===== config.mk =====
export PLATFORM = sky130hd
export DESIGN_NAME = nvm_program_control
export DESIGN_NICKNAME = d
export VERILOG_FILES = /design/src/shared/nvm_prog_pkg.sv /design/src/design/nvm_program_control.sv
export SDC_FILE = /design/constraint.sdc
export NUM_CORES = 2
export LEC_CHECK = 0
export BUFFER_PORTS_ARGS = -buffer_cell sky130_fd_sc_hd__buf_2
export CAP_MARGIN = 25
export CORE_ASPECT_RATIO = 1.5
export CORE_MARGIN = 5
export CORE_UTILIZATION = 35
export DETAILED_ROUTE_END_ITERATION = 8
export GPL_ROUTABILITY_DRIVEN = 0
export PLACE_DENSITY = 0.57
export SYNTH_ARGS = -nofsm -noshare
export SYNTH_HDL_FRONTEND = slang
export SYNTH_SLANG_ARGS = --single-unit

===== constraint.sdc =====
create_clock -name core_clk -period 3.8 [get_ports core_clk]
set_input_delay 0.57 -clock core_clk [delete_from_list [all_inputs] [get_ports core_clk]]
set_output_delay 0.57 -clock core_clk [all_outputs]
set_load 0.01 [all_outputs]

===== src/shared/nvm_prog_pkg.sv =====
// constants for the nonvolatile programming control block
// assumes an APB slave with 32-bit data, one register per aligned word
package nvm_prog_pkg;
    // register indices as printed; byte address is four times the index
    localparam logic [7:0]  EEPROM_CTRL_IDX  = 8'h1c;
    localparam logic [7:0]  OTP_CTRL_IDX     = 8'h1d;
    localparam logic [11:0] EEPROM_CTRL_ADDR = 12'h0070;
    localparam logic [11:0] OTP_CTRL_ADDR    = 12'h0074;
    // otp control fields
    localparam int OTP_LATCH_BIT = 2;
    localparam int OTP_POWER_BIT = 0;
    // eeprom control fields
    localparam int CHARGE_PUMP_BIT = 6;
    localparam int ERASE_HI_BIT    = 4;
    localparam int ERASE_LO_BIT    = 3;
    localparam int EE_LATCH_BIT    = 2;
    localparam int EE_RC_BIT       = 1;
    localparam int EE_POWER_BIT    = 0;
    localparam logic [7:0] OTP_CTRL_MASK    = 8'h05;
    localparam logic [7:0] EEPROM_CTRL_MASK = 8'h5f;
    localparam logic [7:0] CTRL_RESET       = 8'h00;
    // array geometry
    localparam logic [15:0] EEPROM_BASE     = 16'h0100;
    localparam logic [15:0] EEPROM_LAST     = 16'h019f;
    localparam int          EEPROM_BYTES    = 160;
    localparam int          EEPROM_BLOCK    = 32;
    localparam int          OTP_GROUP       = 4;
    localparam logic [7:0]  OTP_ERASED      = 8'h00;
    localparam logic [7:0]  EEPROM_ERASED   = 8'hff;
    // erase selections
    typedef enum logic [1:0] {
        ERASE_NONE  = 2'b00,
        ERASE_BYTE  = 2'b01,
        ERASE_BLOCK = 2'b10,
        ERASE_BULK  = 2'b11
    } erase_mode_t;
endpackage : nvm_prog_pkg


===== src/design/nvm_program_control.sv =====
// programming control for the otp array and the on-chip eeprom array
// assumes APB from software, and a cpu memory port for array accesses,
// both synchronous to core_clk; the otp cells themselves sit outside
`timescale 1ns/1ps

// Functional notes
// - otp latch set: cpu writes to otp are captured into programming latches
// - otp reads return no valid data while otp latch is set
// - otp power bit connects programming power to the otp array
// - write setting otp latch and power together from latch clear leaves power clear
// - otp power sets only when otp latch is already one
// - clearing otp latch clears otp power in the same update
// - up to four bytes sharing address bits 15..2 latched, each own slot
// - unprogrammed otp reads zero; programming only sets bits
// - eeprom holds 160 bytes at 0x0100..0x019f, byte programmable
// - eeprom high voltage from internal charge pump only
// - erased eeprom reads one; programming only clears bits
// - erase select: none, byte, 32-byte block, whole array
// - bulk erase at any eeprom address erases all 160 bytes
// - eeprom latch set: buses for programming, array reads inhibited
// - eeprom power bit routes pump voltage so operation proceeds
module nvm_program_control #(
    parameter int EE_BYTES = nvm_prog_pkg::EEPROM_BYTES,
    parameter int OTP_N    = nvm_prog_pkg::OTP_GROUP
) (
    input  wire logic        core_clk,
    input  wire logic        resetn,
    input  wire logic        clkEn,
    // apb slave
    input  wire logic        psel,
    input  wire logic        penable,
    input  wire logic        pwrite,
    input  wire logic [11:0] paddr,
    input  wire logic [31:0] pwdata,
    output logic             pready,
    output logic [31:0]      prdata,
    output logic             pslverr,
    // cpu memory port
    input  wire logic        memWrite,
    input  wire logic        memRead,
    input  wire logic        otpSelect,
    input  wire logic [15:0] memAddr,
    input  wire logic [7:0]  memWdata,
    input  wire logic [7:0]  otpCellData,
    output logic [7:0]       memRdata,
    output logic             memRdValid,
    // otp programming side
    output logic             otpProgramPower,
    output logic [13:0]      otpLatchRow,
    output logic [31:0]      otpLatchData,
    output logic [3:0]       otpLatchValid,
    // eeprom analog controls
    output logic             chargePumpOn,
    output logic             eepromRcClockSelect,
    output logic             eepromPumpToArray
);
    // release is synchronous so no flop leaves reset a cycle before its neighbour
    logic rstMeta;
    logic rstSync;
    always_ff @(posedge core_clk or negedge resetn) begin
        if (!resetn) begin
            rstMeta <= 1'b0;
            rstSync <= 1'b0;
        end else begin
            rstMeta <= 1'b1;
            rstSync <= rstMeta;
        end
    end
    wire logic rstN = rstSync;

    logic [7:0] otpCtrl;
    logic [7:0] eeCtrl;
    logic [7:0] eeMem [EE_BYTES];
    logic [15:0] eeLatchAddr;
    logic [7:0]  eeLatchData;
    logic        eeLatchHeld;
    logic        eeDone;

    wire logic apbAccess = psel && penable;
    wire logic apbWr     = apbAccess && pwrite;
    wire logic otpLatch  = otpCtrl[nvm_prog_pkg::OTP_LATCH_BIT];
    wire logic eeprom_latch_enable   = eeCtrl[nvm_prog_pkg::EE_LATCH_BIT];
    wire logic eePower   = eeCtrl[nvm_prog_pkg::EE_POWER_BIT];
    wire logic eePump    = eeCtrl[nvm_prog_pkg::CHARGE_PUMP_BIT];
    wire logic [1:0] eraseSel = {eeCtrl[nvm_prog_pkg::ERASE_HI_BIT],
                                 eeCtrl[nvm_prog_pkg::ERASE_LO_BIT]};
    wire logic inEeprom = (memAddr >= nvm_prog_pkg::EEPROM_BASE)
                       && (memAddr <= nvm_prog_pkg::EEPROM_LAST);
    wire logic [15:0] eeOffset = memAddr - nvm_prog_pkg::EEPROM_BASE;

    // otp control: interlock between latch and power
    logic [7:0] next_otpCtrl;
    always_comb begin
        logic wantLatch;
        logic wantPower;
        wantLatch = pwdata[nvm_prog_pkg::OTP_LATCH_BIT];
        wantPower = pwdata[nvm_prog_pkg::OTP_POWER_BIT];
        next_otpCtrl = nvm_prog_pkg::CTRL_RESET;
        next_otpCtrl[nvm_prog_pkg::OTP_LATCH_BIT] = wantLatch;
        // power only with latch already held and staying held
        next_otpCtrl[nvm_prog_pkg::OTP_POWER_BIT] =
            wantPower && otpLatch && wantLatch;
    end

    always_ff @(posedge core_clk or negedge rstN) begin
        if (!rstN) begin
            otpCtrl <= nvm_prog_pkg::CTRL_RESET;
        end else if (clkEn && apbWr && paddr == nvm_prog_pkg::OTP_CTRL_ADDR) begin
            otpCtrl <= next_otpCtrl;
        end
    end

    always_ff @(posedge core_clk or negedge rstN) begin
        if (!rstN) begin
            eeCtrl <= nvm_prog_pkg::CTRL_RESET;
        end else if (clkEn && apbWr && paddr == nvm_prog_pkg::EEPROM_CTRL_ADDR) begin
            eeCtrl <= pwdata[7:0] & nvm_prog_pkg::EEPROM_CTRL_MASK;
        end
    end

    // register hit decode; anything else answers with an error
    wire logic apbSetup   = psel && !penable;
    wire logic otpCtrlHit = (paddr == nvm_prog_pkg::OTP_CTRL_ADDR);
    wire logic eeCtrlHit  = (paddr == nvm_prog_pkg::EEPROM_CTRL_ADDR);

    logic [31:0] next_prdata;
    logic        next_pslverr;
    always_comb begin
        next_prdata  = 32'h0000_0000;
        next_pslverr = 1'b0;
        if (apbSetup) begin
            if (otpCtrlHit) begin
                next_prdata = {24'h00_0000, otpCtrl};
            end else if (eeCtrlHit) begin
                next_prdata = {24'h00_0000, eeCtrl};
            end else begin
                next_pslverr = 1'b1;
            end
        end
    end

    // apb answer: zero wait states, frozen with the rest while clkEn is low
    always_ff @(posedge core_clk or negedge rstN) begin
        if (!rstN) begin
            pready  <= 1'b0;
            prdata  <= 32'h0000_0000;
            pslverr <= 1'b0;
        end else if (clkEn) begin
            pready  <= apbSetup;
            prdata  <= next_prdata;
            pslverr <= next_pslverr;
        end
    end

    // otp programming latches: row captured by first write, four byte slots
    always_ff @(posedge core_clk or negedge rstN) begin
        if (!rstN) begin
            otpLatchRow   <= 14'h0000;
            otpLatchData  <= 32'h0000_0000;
            otpLatchValid <= 4'h0;
        end else if (clkEn) begin
            if (!otpLatch) begin
                otpLatchValid <= 4'h0;
            end else if (memWrite && otpSelect) begin
                if (otpLatchValid == 4'h0) begin
                    otpLatchRow <= memAddr[15:2];
                end
                // bytes outside the captured row are dropped
                // slot picked by the low two address bits
                if (otpLatchValid == 4'h0 || memAddr[15:2] == otpLatchRow) begin
                    otpLatchData[memAddr[1:0]*8 +: 8] <= memWdata;
                    otpLatchValid[memAddr[1:0]]       <= 1'b1;
                end
            end
        end
    end

    always_ff @(posedge core_clk or negedge rstN) begin
        if (!rstN) begin
            otpProgramPower <= 1'b0;
        end else if (clkEn) begin
            otpProgramPower <= otpCtrl[nvm_prog_pkg::OTP_POWER_BIT];
        end
    end

    // eeprom latch of one write while programming
    // held write stays until latch clears, so the address survives the pulse
    always_ff @(posedge core_clk or negedge rstN) begin
        if (!rstN) begin
            eeLatchAddr <= 16'h0000;
            eeLatchData <= 8'h00;
            eeLatchHeld <= 1'b0;
        end else if (clkEn) begin
            if (!eeprom_latch_enable) begin
                eeLatchHeld <= 1'b0;
            end else if (memWrite && inEeprom && !eePower) begin
                eeLatchAddr <= eeOffset;
                eeLatchData <= memWdata;
                eeLatchHeld <= 1'b1;
            end
        end
    end

    // one operation per power pulse, applied when the pump drives the array
    // without this a long power pulse would apply the operation every cycle
    always_ff @(posedge core_clk or negedge rstN) begin
        if (!rstN) begin
            eeDone <= 1'b0;
        end else if (clkEn) begin
            eeDone <= eePower && eeLatchHeld;
        end
    end

    wire logic eeGo = eePower && eePump && eeprom_latch_enable && eeLatchHeld && !eeDone;
    // block index taken once here rather than in every cell
    wire logic [15:0] eeBlockSel = eeLatchAddr / 16'(nvm_prog_pkg::EEPROM_BLOCK);

    // array storage; no reset so contents survive like nonvolatile cells
    for (genvar i = 0; i < EE_BYTES; i++) begin : g_cell
        localparam logic [15:0] IDX = 16'(i);
        localparam logic [15:0] BLK = IDX / 16'(nvm_prog_pkg::EEPROM_BLOCK);
        logic       sameByte;
        logic       sameBlock;
        logic       cellHit;
        logic       cellErase;
        logic [7:0] next_cell;
        // reach and new value decoded apart from the storage update
        always_comb begin
            sameByte  = (eeLatchAddr == IDX);
            sameBlock = (eeBlockSel == BLK);
            cellHit   = 1'b0;
            cellErase = 1'b1;
            case (nvm_prog_pkg::erase_mode_t'(eraseSel))
                nvm_prog_pkg::ERASE_NONE: begin
                    cellHit   = sameByte;
                    cellErase = 1'b0;
                end
                nvm_prog_pkg::ERASE_BYTE: begin
                    cellHit = sameByte;
                end
                nvm_prog_pkg::ERASE_BLOCK: begin
                    cellHit = sameBlock;
                end
                default: begin
                    cellHit = 1'b1;
                end
            endcase
            // programming can only pull bits low; erase returns them high
            if (cellErase) begin
                next_cell = nvm_prog_pkg::EEPROM_ERASED;
            end else begin
                next_cell = eeMem[i] & eeLatchData;
            end
        end

        always_ff @(posedge core_clk) begin
            if (clkEn && eeGo && cellHit) begin
                eeMem[i] <= next_cell;
            end
        end
    end

    // array read path
    logic [7:0] next_memRdata;
    logic       next_memRdValid;
    always_comb begin
        next_memRdata   = 8'h00;
        next_memRdValid = 1'b0;
        if (memRead && otpSelect && !otpLatch) begin
            // cells outside hold the erased value of zero
            next_memRdata   = otpCellData | nvm_prog_pkg::OTP_ERASED;
            next_memRdValid = 1'b1;
        end else if (memRead && inEeprom && !eeprom_latch_enable) begin
            next_memRdata   = eeMem[eeOffset[7:0]];
            next_memRdValid = 1'b1;
        end
    end

    always_ff @(posedge core_clk or negedge rstN) begin
        if (!rstN) begin
            memRdata   <= 8'h00;
            memRdValid <= 1'b0;
        end else if (clkEn) begin
            memRdata   <= next_memRdata;
            memRdValid <= next_memRdValid;
        end
    end

    // analog controls registered so they never glitch on a bus write
    always_ff @(posedge core_clk or negedge rstN) begin
        if (!rstN) begin
            chargePumpOn        <= 1'b0;
            eepromRcClockSelect <= 1'b0;
            eepromPumpToArray   <= 1'b0;
        end else if (clkEn) begin
            chargePumpOn        <= eePump;
            eepromRcClockSelect <= eeCtrl[nvm_prog_pkg::EE_RC_BIT];
            eepromPumpToArray   <= eePower && eePump;
        end
    end
endmodule : nvm_program_control


# Word level (Yosys, flattened, before mapping)
# Memory sizes are Yosys's and may differ from the RTL's.
# Cells that the tools add are included.
[totals]
n_memories = 1
in_bits = 85
output_inout_bits = 97
ramBits = 1280
wordCells = 1218
ff_bits = 133
[op_classes]
eq_ne = 171
muxes = 658
n_bitwise = 161
addsub = 2
n_lt_le_gt_ge = 4
n_shift = 2
reduce_logical = 199
[mem_list]
columns = ["name", "depth", "word_bits", "rd", "rd_clocked_by_memory_dff", "write_ports", "line_no", "rtl"]
rows = [
  ["eeMem", 160, 8, 161, 0, 160, "nvm_program_control.sv:73", "logic [7:0] eeMem [EE_BYTES];"],
]
[op_table]
columns = ["op", "count"]
rows = [
  ["$mux W8", 162],
  ["$and A8 B8 Y8", 160],
  ["$eq A16 B7 Y1 const B", 64],
  ["$eq A16 B6 Y1 const B", 32],
  ["$eq A16 B8 Y1 const B", 32],
  ["$mux W1", 328],
  ["$pmux W1 S2", 160],
  ["$eq A16 B5 Y1 const B", 16],
  ["$logic_and A1 B1 Y1", 183],
  ["$eq A16 B4 Y1 const B", 8],
  ["$eq A16 B3 Y1 const B", 4],
  ["$neg A5 Y34", 1],
  ["$shift A8 B34 Y32 const A", 1],
  ["$shiftx A8 B34 Y32", 1],
  ["$bwmux W32", 1],
  ["$eq A16 B2 Y1 const B", 2],
  ["$logic_not A16 Y1", 2],
  ["$mux W32", 1],
  ["$eq A12 B7 Y1 const B", 2],
  ["$eq A11 B2 Y1 const B", 2],
  ["$eq A16 B1 Y1 const B", 1],
  ["$ge A16 B9 Y1 const B", 1],
  ["$le A16 B9 Y1 const B", 1],
  ["$sub A16 B9 Y16 const B", 1],
  ["other kinds (20)", 31],
]

# Longest topological paths before layout
[logic_depth]
depth_word = 8
depth_mapped = 17
ltp_nobuf = 9

# Worst setup path after synthesis
# OpenSTA, ideal clock, no wires.
[synth_path]
path_kind = "input to register"
start = "input memAddr[0]"
end = "register eeLatchData[1]"
slack_ps = 386
arrival_time_ps = 3298
t_required_ps = 3684
path_stages = 17
path_buffers = 8
setup_ps = 116
cell_sequence = "buf_6 buf_6 buf_6 buf_8 buf_6 inv_2 buf_2 ha_1 nor4bb_1 a41oi_1 a2111oi_2 and4b_1 nand2_1 buf_6 buf_6 nand2_1 nand2_1"
[synth_via]
elab_chain_cells = 5
word_cells_on_any_way = 6
classes_between = "order compare (2); reduce/logical (4)"
[synth_lines]
columns = ["element", "line_no", "rtl"]
rows = [
  ["start, declared", "nvm_program_control.sv:42", "input wire logic [15:0] memAddr,"],
  ["$ge A16 B9 Y1 or $le A16 B9 Y1 (tied branches)", "nvm_program_control.sv:87, nvm_program_control.sv:88", ""],
  ["$logic_and A1 B1 Y1 (*)", "nvm_program_control.sv:88", "&& (memAddr <= nvm_prog_pkg::EEPROM_LAST);"],
  ["$logic_and A1 B1 Y1 (*) (2 in a row)", "nvm_program_control.sv:196", "end else if (memWrite && inEeprom && !eePower) begin"],
  ["$reduce_and A3 Y1 (no source line) (*)", "-", ""],
  ["end signal, assigned", "nvm_program_control.sv:198", "eeLatchData <= memWdata;"],
  ["end, declared", "nvm_program_control.sv:75", "logic [7:0] eeLatchData;"],
]
# Every way passes the cells marked *; elsewhere a longest branch is shown, timed or not.
# A chain may end at the register's enable or synchronous reset.

==> flow_summary.json <==
{
  "synthTopCellsByArea": "sky130_fd_sc_hd__edfxtp_1, sky130_fd_sc_hd__nand2_1, sky130_fd_sc_hd__mux4_2, sky130_fd_sc_hd__dfrtp_1, sky130_fd_sc_hd__clkbuf_1",
  "number_of_instances_on_the_worst_hold_path": 2,
  "worst-r2r-cell-count": 6,
  "cts_root_buf": "sky130_fd_sc_hd__clkbuf_16",
  "fin_area_um2": 76200,
  "critical_path_class": "reg2reg",
  "area_growth_syn_to_layout_pct": 14.3,
  "worst_path_dominant_cell_family": "simple AND/OR/NAND/NOR gates",
  "post_route_cells_drive_above_1_share": 0.180,
  "layout.cells.most_common": "sky130_fd_sc_hd__nand2_1",
  "worstSetupEndpointType": "flop",
  "vdd_ir_drop_max_mv": 0.277,
  "hold_path.startpoint": "pwdata[6]",
  "inserted_clock_buffers": 140,
  "worstReg2RegStart": "eeLatchAddr[12]",
  "muxShareOfSynthArea": 0.129,
  "clk_pin_slew_worst_paths_ns": 0.07,
  "wire_per_inst_um": 23.5,
  "drt_drc_violations_left": 0,
  "core_area_um2": 190000,
  "cts_tree": "yes",
  "post-dp-hpwl_mm": 140,
  "yosysTopAreaCell": "sky130_fd_sc_hd__edfxtp_1",
  "num_rows": 196,
  "holdCritPathClass": "in2reg",
  "die_width_um": 366,
  "grt_overflow_total": 0,
  "grt_usage": 0.198,
  "holdPathEnd": "eeCtrl[6]",
  "ys.flop_type": "sky130_fd_sc_hd__edfxtp_1",
  "main_combinational_cell_family_by_area_after_synthesis": "simple AND/OR/NAND/NOR gates",
  "instance_area_at_placement_um2": 71900,
  "dr_total_vias": 46200,
  "final_core_util": 0.402,
  "finalCriticalPeriod_ns": 3.28,
  "cpMostUsedCell": "sky130_fd_sc_hd__and2_1",
  "synthAdderAreaFrac": 0.00150,
  "power.total_uw": 31600,
  "worstMarginPinSlew_ns": 1.05,
  "final.period_utilization": 0.863,
  "most-common-layout-cells": "sky130_fd_sc_hd__nand2_1, sky130_fd_sc_hd__edfxtp_1, sky130_fd_sc_hd__buf_4",
  "clock-skew-final_ns": 0.0768,
  "clk_path_buf_depth": 4,
  "synth_area_um2": 66700,
  "critPathLaunchType": "flop",
  "slowest_delay_ns": 0.69,
  "max-cap-violations": 0,
  "totalWireLength_mm": 204,
  "final_antenna_net_count": 0,
  "power_per_cell_area_nw_per_um2": 414,
  "slew_violations": 0,
  "cp_cell_sequence": "nor4_1 > and2_1 > and2_1 > nand2_1 > a21oi_1 > buf_4",
  "power.net_switching_uw": 6940,
  "critPathMaxFanout": 16,
  "yosys_reg_bits": 1387,
  "vias_per_cell": 5.34,
  "cp.arrival_ns": 3.76,
  "asyncSetResetFlopFracSynth": 0.0771,
  "iteration_count_of_the_initial_detailed_routing_pass": 6,
  "synth_compound_gate_area_share": 0.0352,
  "setup.reg_to_reg.worst_slack_ns": 0.52,
  "finalHoldViolations": 0,
  "worst_skew_pair.late_latency_ns": 0.79,
  "clock-sinks": 1387,
  "via_count_of_the_first_global_routing_pass": 44600,
  "synth_sequential_area_ratio": 0.616,
  "dieArea_um2": 200000,
  "synthDominantCellAreaShare": 0.576,
  "antenna_found_initial": 5,
  "status": "complete, no violations",
  "cts.htree.levels": 4,
  "synth_warnings": 0,
  "synth-edff-count": 1280,
  "postSynthCellCount": 5878,
  "cp_num_buf_inv": 1,
  "pwr-share-clk": 0.427,
  "worst_ep_required_time_ns": 4.28,
  "fmax_mhz": 305,
  "totalNegativeSetupSlack_ns": 0,
  "combPwrFrac": 0.048,
  "crit-reg2reg-capture": "eeMem[104][2]",
  "synth_cell_types": 74,
  "floorplan.io_pins": 182,
  "critical-path-slowest-cell": "sky130_fd_sc_hd__and2_1",
  "largest_net_degree_at_the_start_of_global_routing": 125,
  "drt_first_iter_violations": 5005,
  "synth_xor_xnor_area_share": 0.00210,
  "power.leakage_uw": 0.0345,
  "rsz0062_at_grt": "no",
  "floorplan.initialDensity": 0.351,
  "fp.dieH_um": 545,
  "port_buffers": 129,
  "report.final.setup_viol": 0,
  "net_sw_frac": 0.220,
  "post_synth.cell_area_avg_um2": 11.3,
  "wire_length_of_the_first_global_routing_pass_mm": 300,
  "nNetsFinal": 6171,
  "seq_power_share": 0.524,
  "internal_power_uw": 24600,
  "slew_headroom": 0.302,
  "area_share_of_and_or_nand_nor_cells_after_synthesis": 0.180
}
## cells in the mapped netlist, types with 18 or more instances
cell / instances
sky130_fd_sc_hd__nor2_1: 46
sky130_fd_sc_hd__mux2i_1: 93
sky130_fd_sc_hd__inv_1: 24
sky130_fd_sc_hd__o21ai_0: 68
sky130_fd_sc_hd__nor3_1: 36
sky130_fd_sc_hd__a21oi_1: 194
sky130_fd_sc_hd__and2_1: 18
sky130_fd_sc_hd__mux2_2: 35
sky130_fd_sc_hd__mux4_2: 323
sky130_fd_sc_hd__nand2_1: 2883
sky130_fd_sc_hd__edfxtp_1: 1280
sky130_fd_sc_hd__clkbuf_1: 379
sky130_fd_sc_hd__nand3_1: 37
sky130_fd_sc_hd__buf_4: 52
sky130_fd_sc_hd__buf_2: 40
sky130_fd_sc_hd__dfrtp_1: 107
sky130_fd_sc_hd__buf_6: 21
## sequential cells by signal (all words and copies together), names as in the netlist, 2 cells and up
register       count
memRdata           8
otpLatchRow       14
otpLatchValid      4
eeLatchAddr       16
otpLatchData      32
otpCtrl            2
eeLatchData        8
prdata             6
eeCtrl             6
eeMem           1280
## stage by stage
| step | std cells | setup WS, ns | hold slack [ns] |
|---|---|---|---|
| 3_5_place_dp | 8409 | -0.00732 | 0.336 |
| 3_3_place_gp | 8408 | -0.174 | 0.346 |
| 5_1_grt | 8651 | 0.406 | 0.0203 |
| 4_1_cts | 8650 | 0.606 | 0.000628 |
| 6_report | 8651 | 0.522 | 0.0445 |
| 2_1_floorplan | 5903 | 0.386 | 0.274 |
## timing repair
item / CTS / global route
setup buffers: 0 / 0
hold endpoints to repair: 3 / 0
hold buffers: 2 / 0
gates resized for setup: 0 / 0
## kinds of logic after synthesis
| group | after synthesis |
|---|---|
| buffers and inverters | 528 |
| AO/OA/AOI/OAI | 394 |
| flip-flops | 1387 |
| XOR/XNOR | 16 |
| AND/OR/NAND/NOR | 3092 |
| adder cells (fa/ha/maj) | 8 |
| multiplexers | 451 |
| other | 2 |
## power groups by stage
stage	logic, uW	clock network (uW)	registers (uW)
2_1_floorplan	906	0	16800
3_3_place_gp	1520	0	16900
3_5_place_dp	1520	0	16900
4_1_cts	1530	13700	16500
5_1_grt	1600	14300	16500
6_report	1530	13500	16500
## layout make-up
cell class	instances	area [um2]
clock buffer	180	3740
antenna	1	2.50
multi-input combinational	3988	23300
timing repair buffer	533	4260
clock inverter	59	549
fill	18100	114000
tap	2475	3100
inverter	28	108
sequential	1387	41100
## how the worst max path moves through the flow
stage                         start        endpoint  slack [ns]  cells after the start
finish              eeLatchAddr[12]   eeMem[104][2]        0.52                      6
global placement         memAddr[0]     memRdata[1]       -0.17                      9
detailed placement       memAddr[0]     memRdata[1]      -0.007                      9
floorplan                memAddr[0]  eeLatchData[1]        0.39                     17
CTS                 eeLatchAddr[12]   eeMem[104][2]        0.61                      6
global route        eeLatchAddr[12]   eeMem[104][2]        0.41                      6
## metal layers
| layer | GRT usage | vias up | wire length (um) |
|---|---|---|---|
| li1 | - | 20800 | - |
| met1 | 0.244 | 22900 | 77300 |
| met2 | 0.342 | 2023 | 99800 |
| met5 | 0 | - | 29 |
| met4 | 0.107 | 4 | 12800 |
| met3 | 0.0262 | 450 | 13600 |
(Power assumes the default switching activity.)
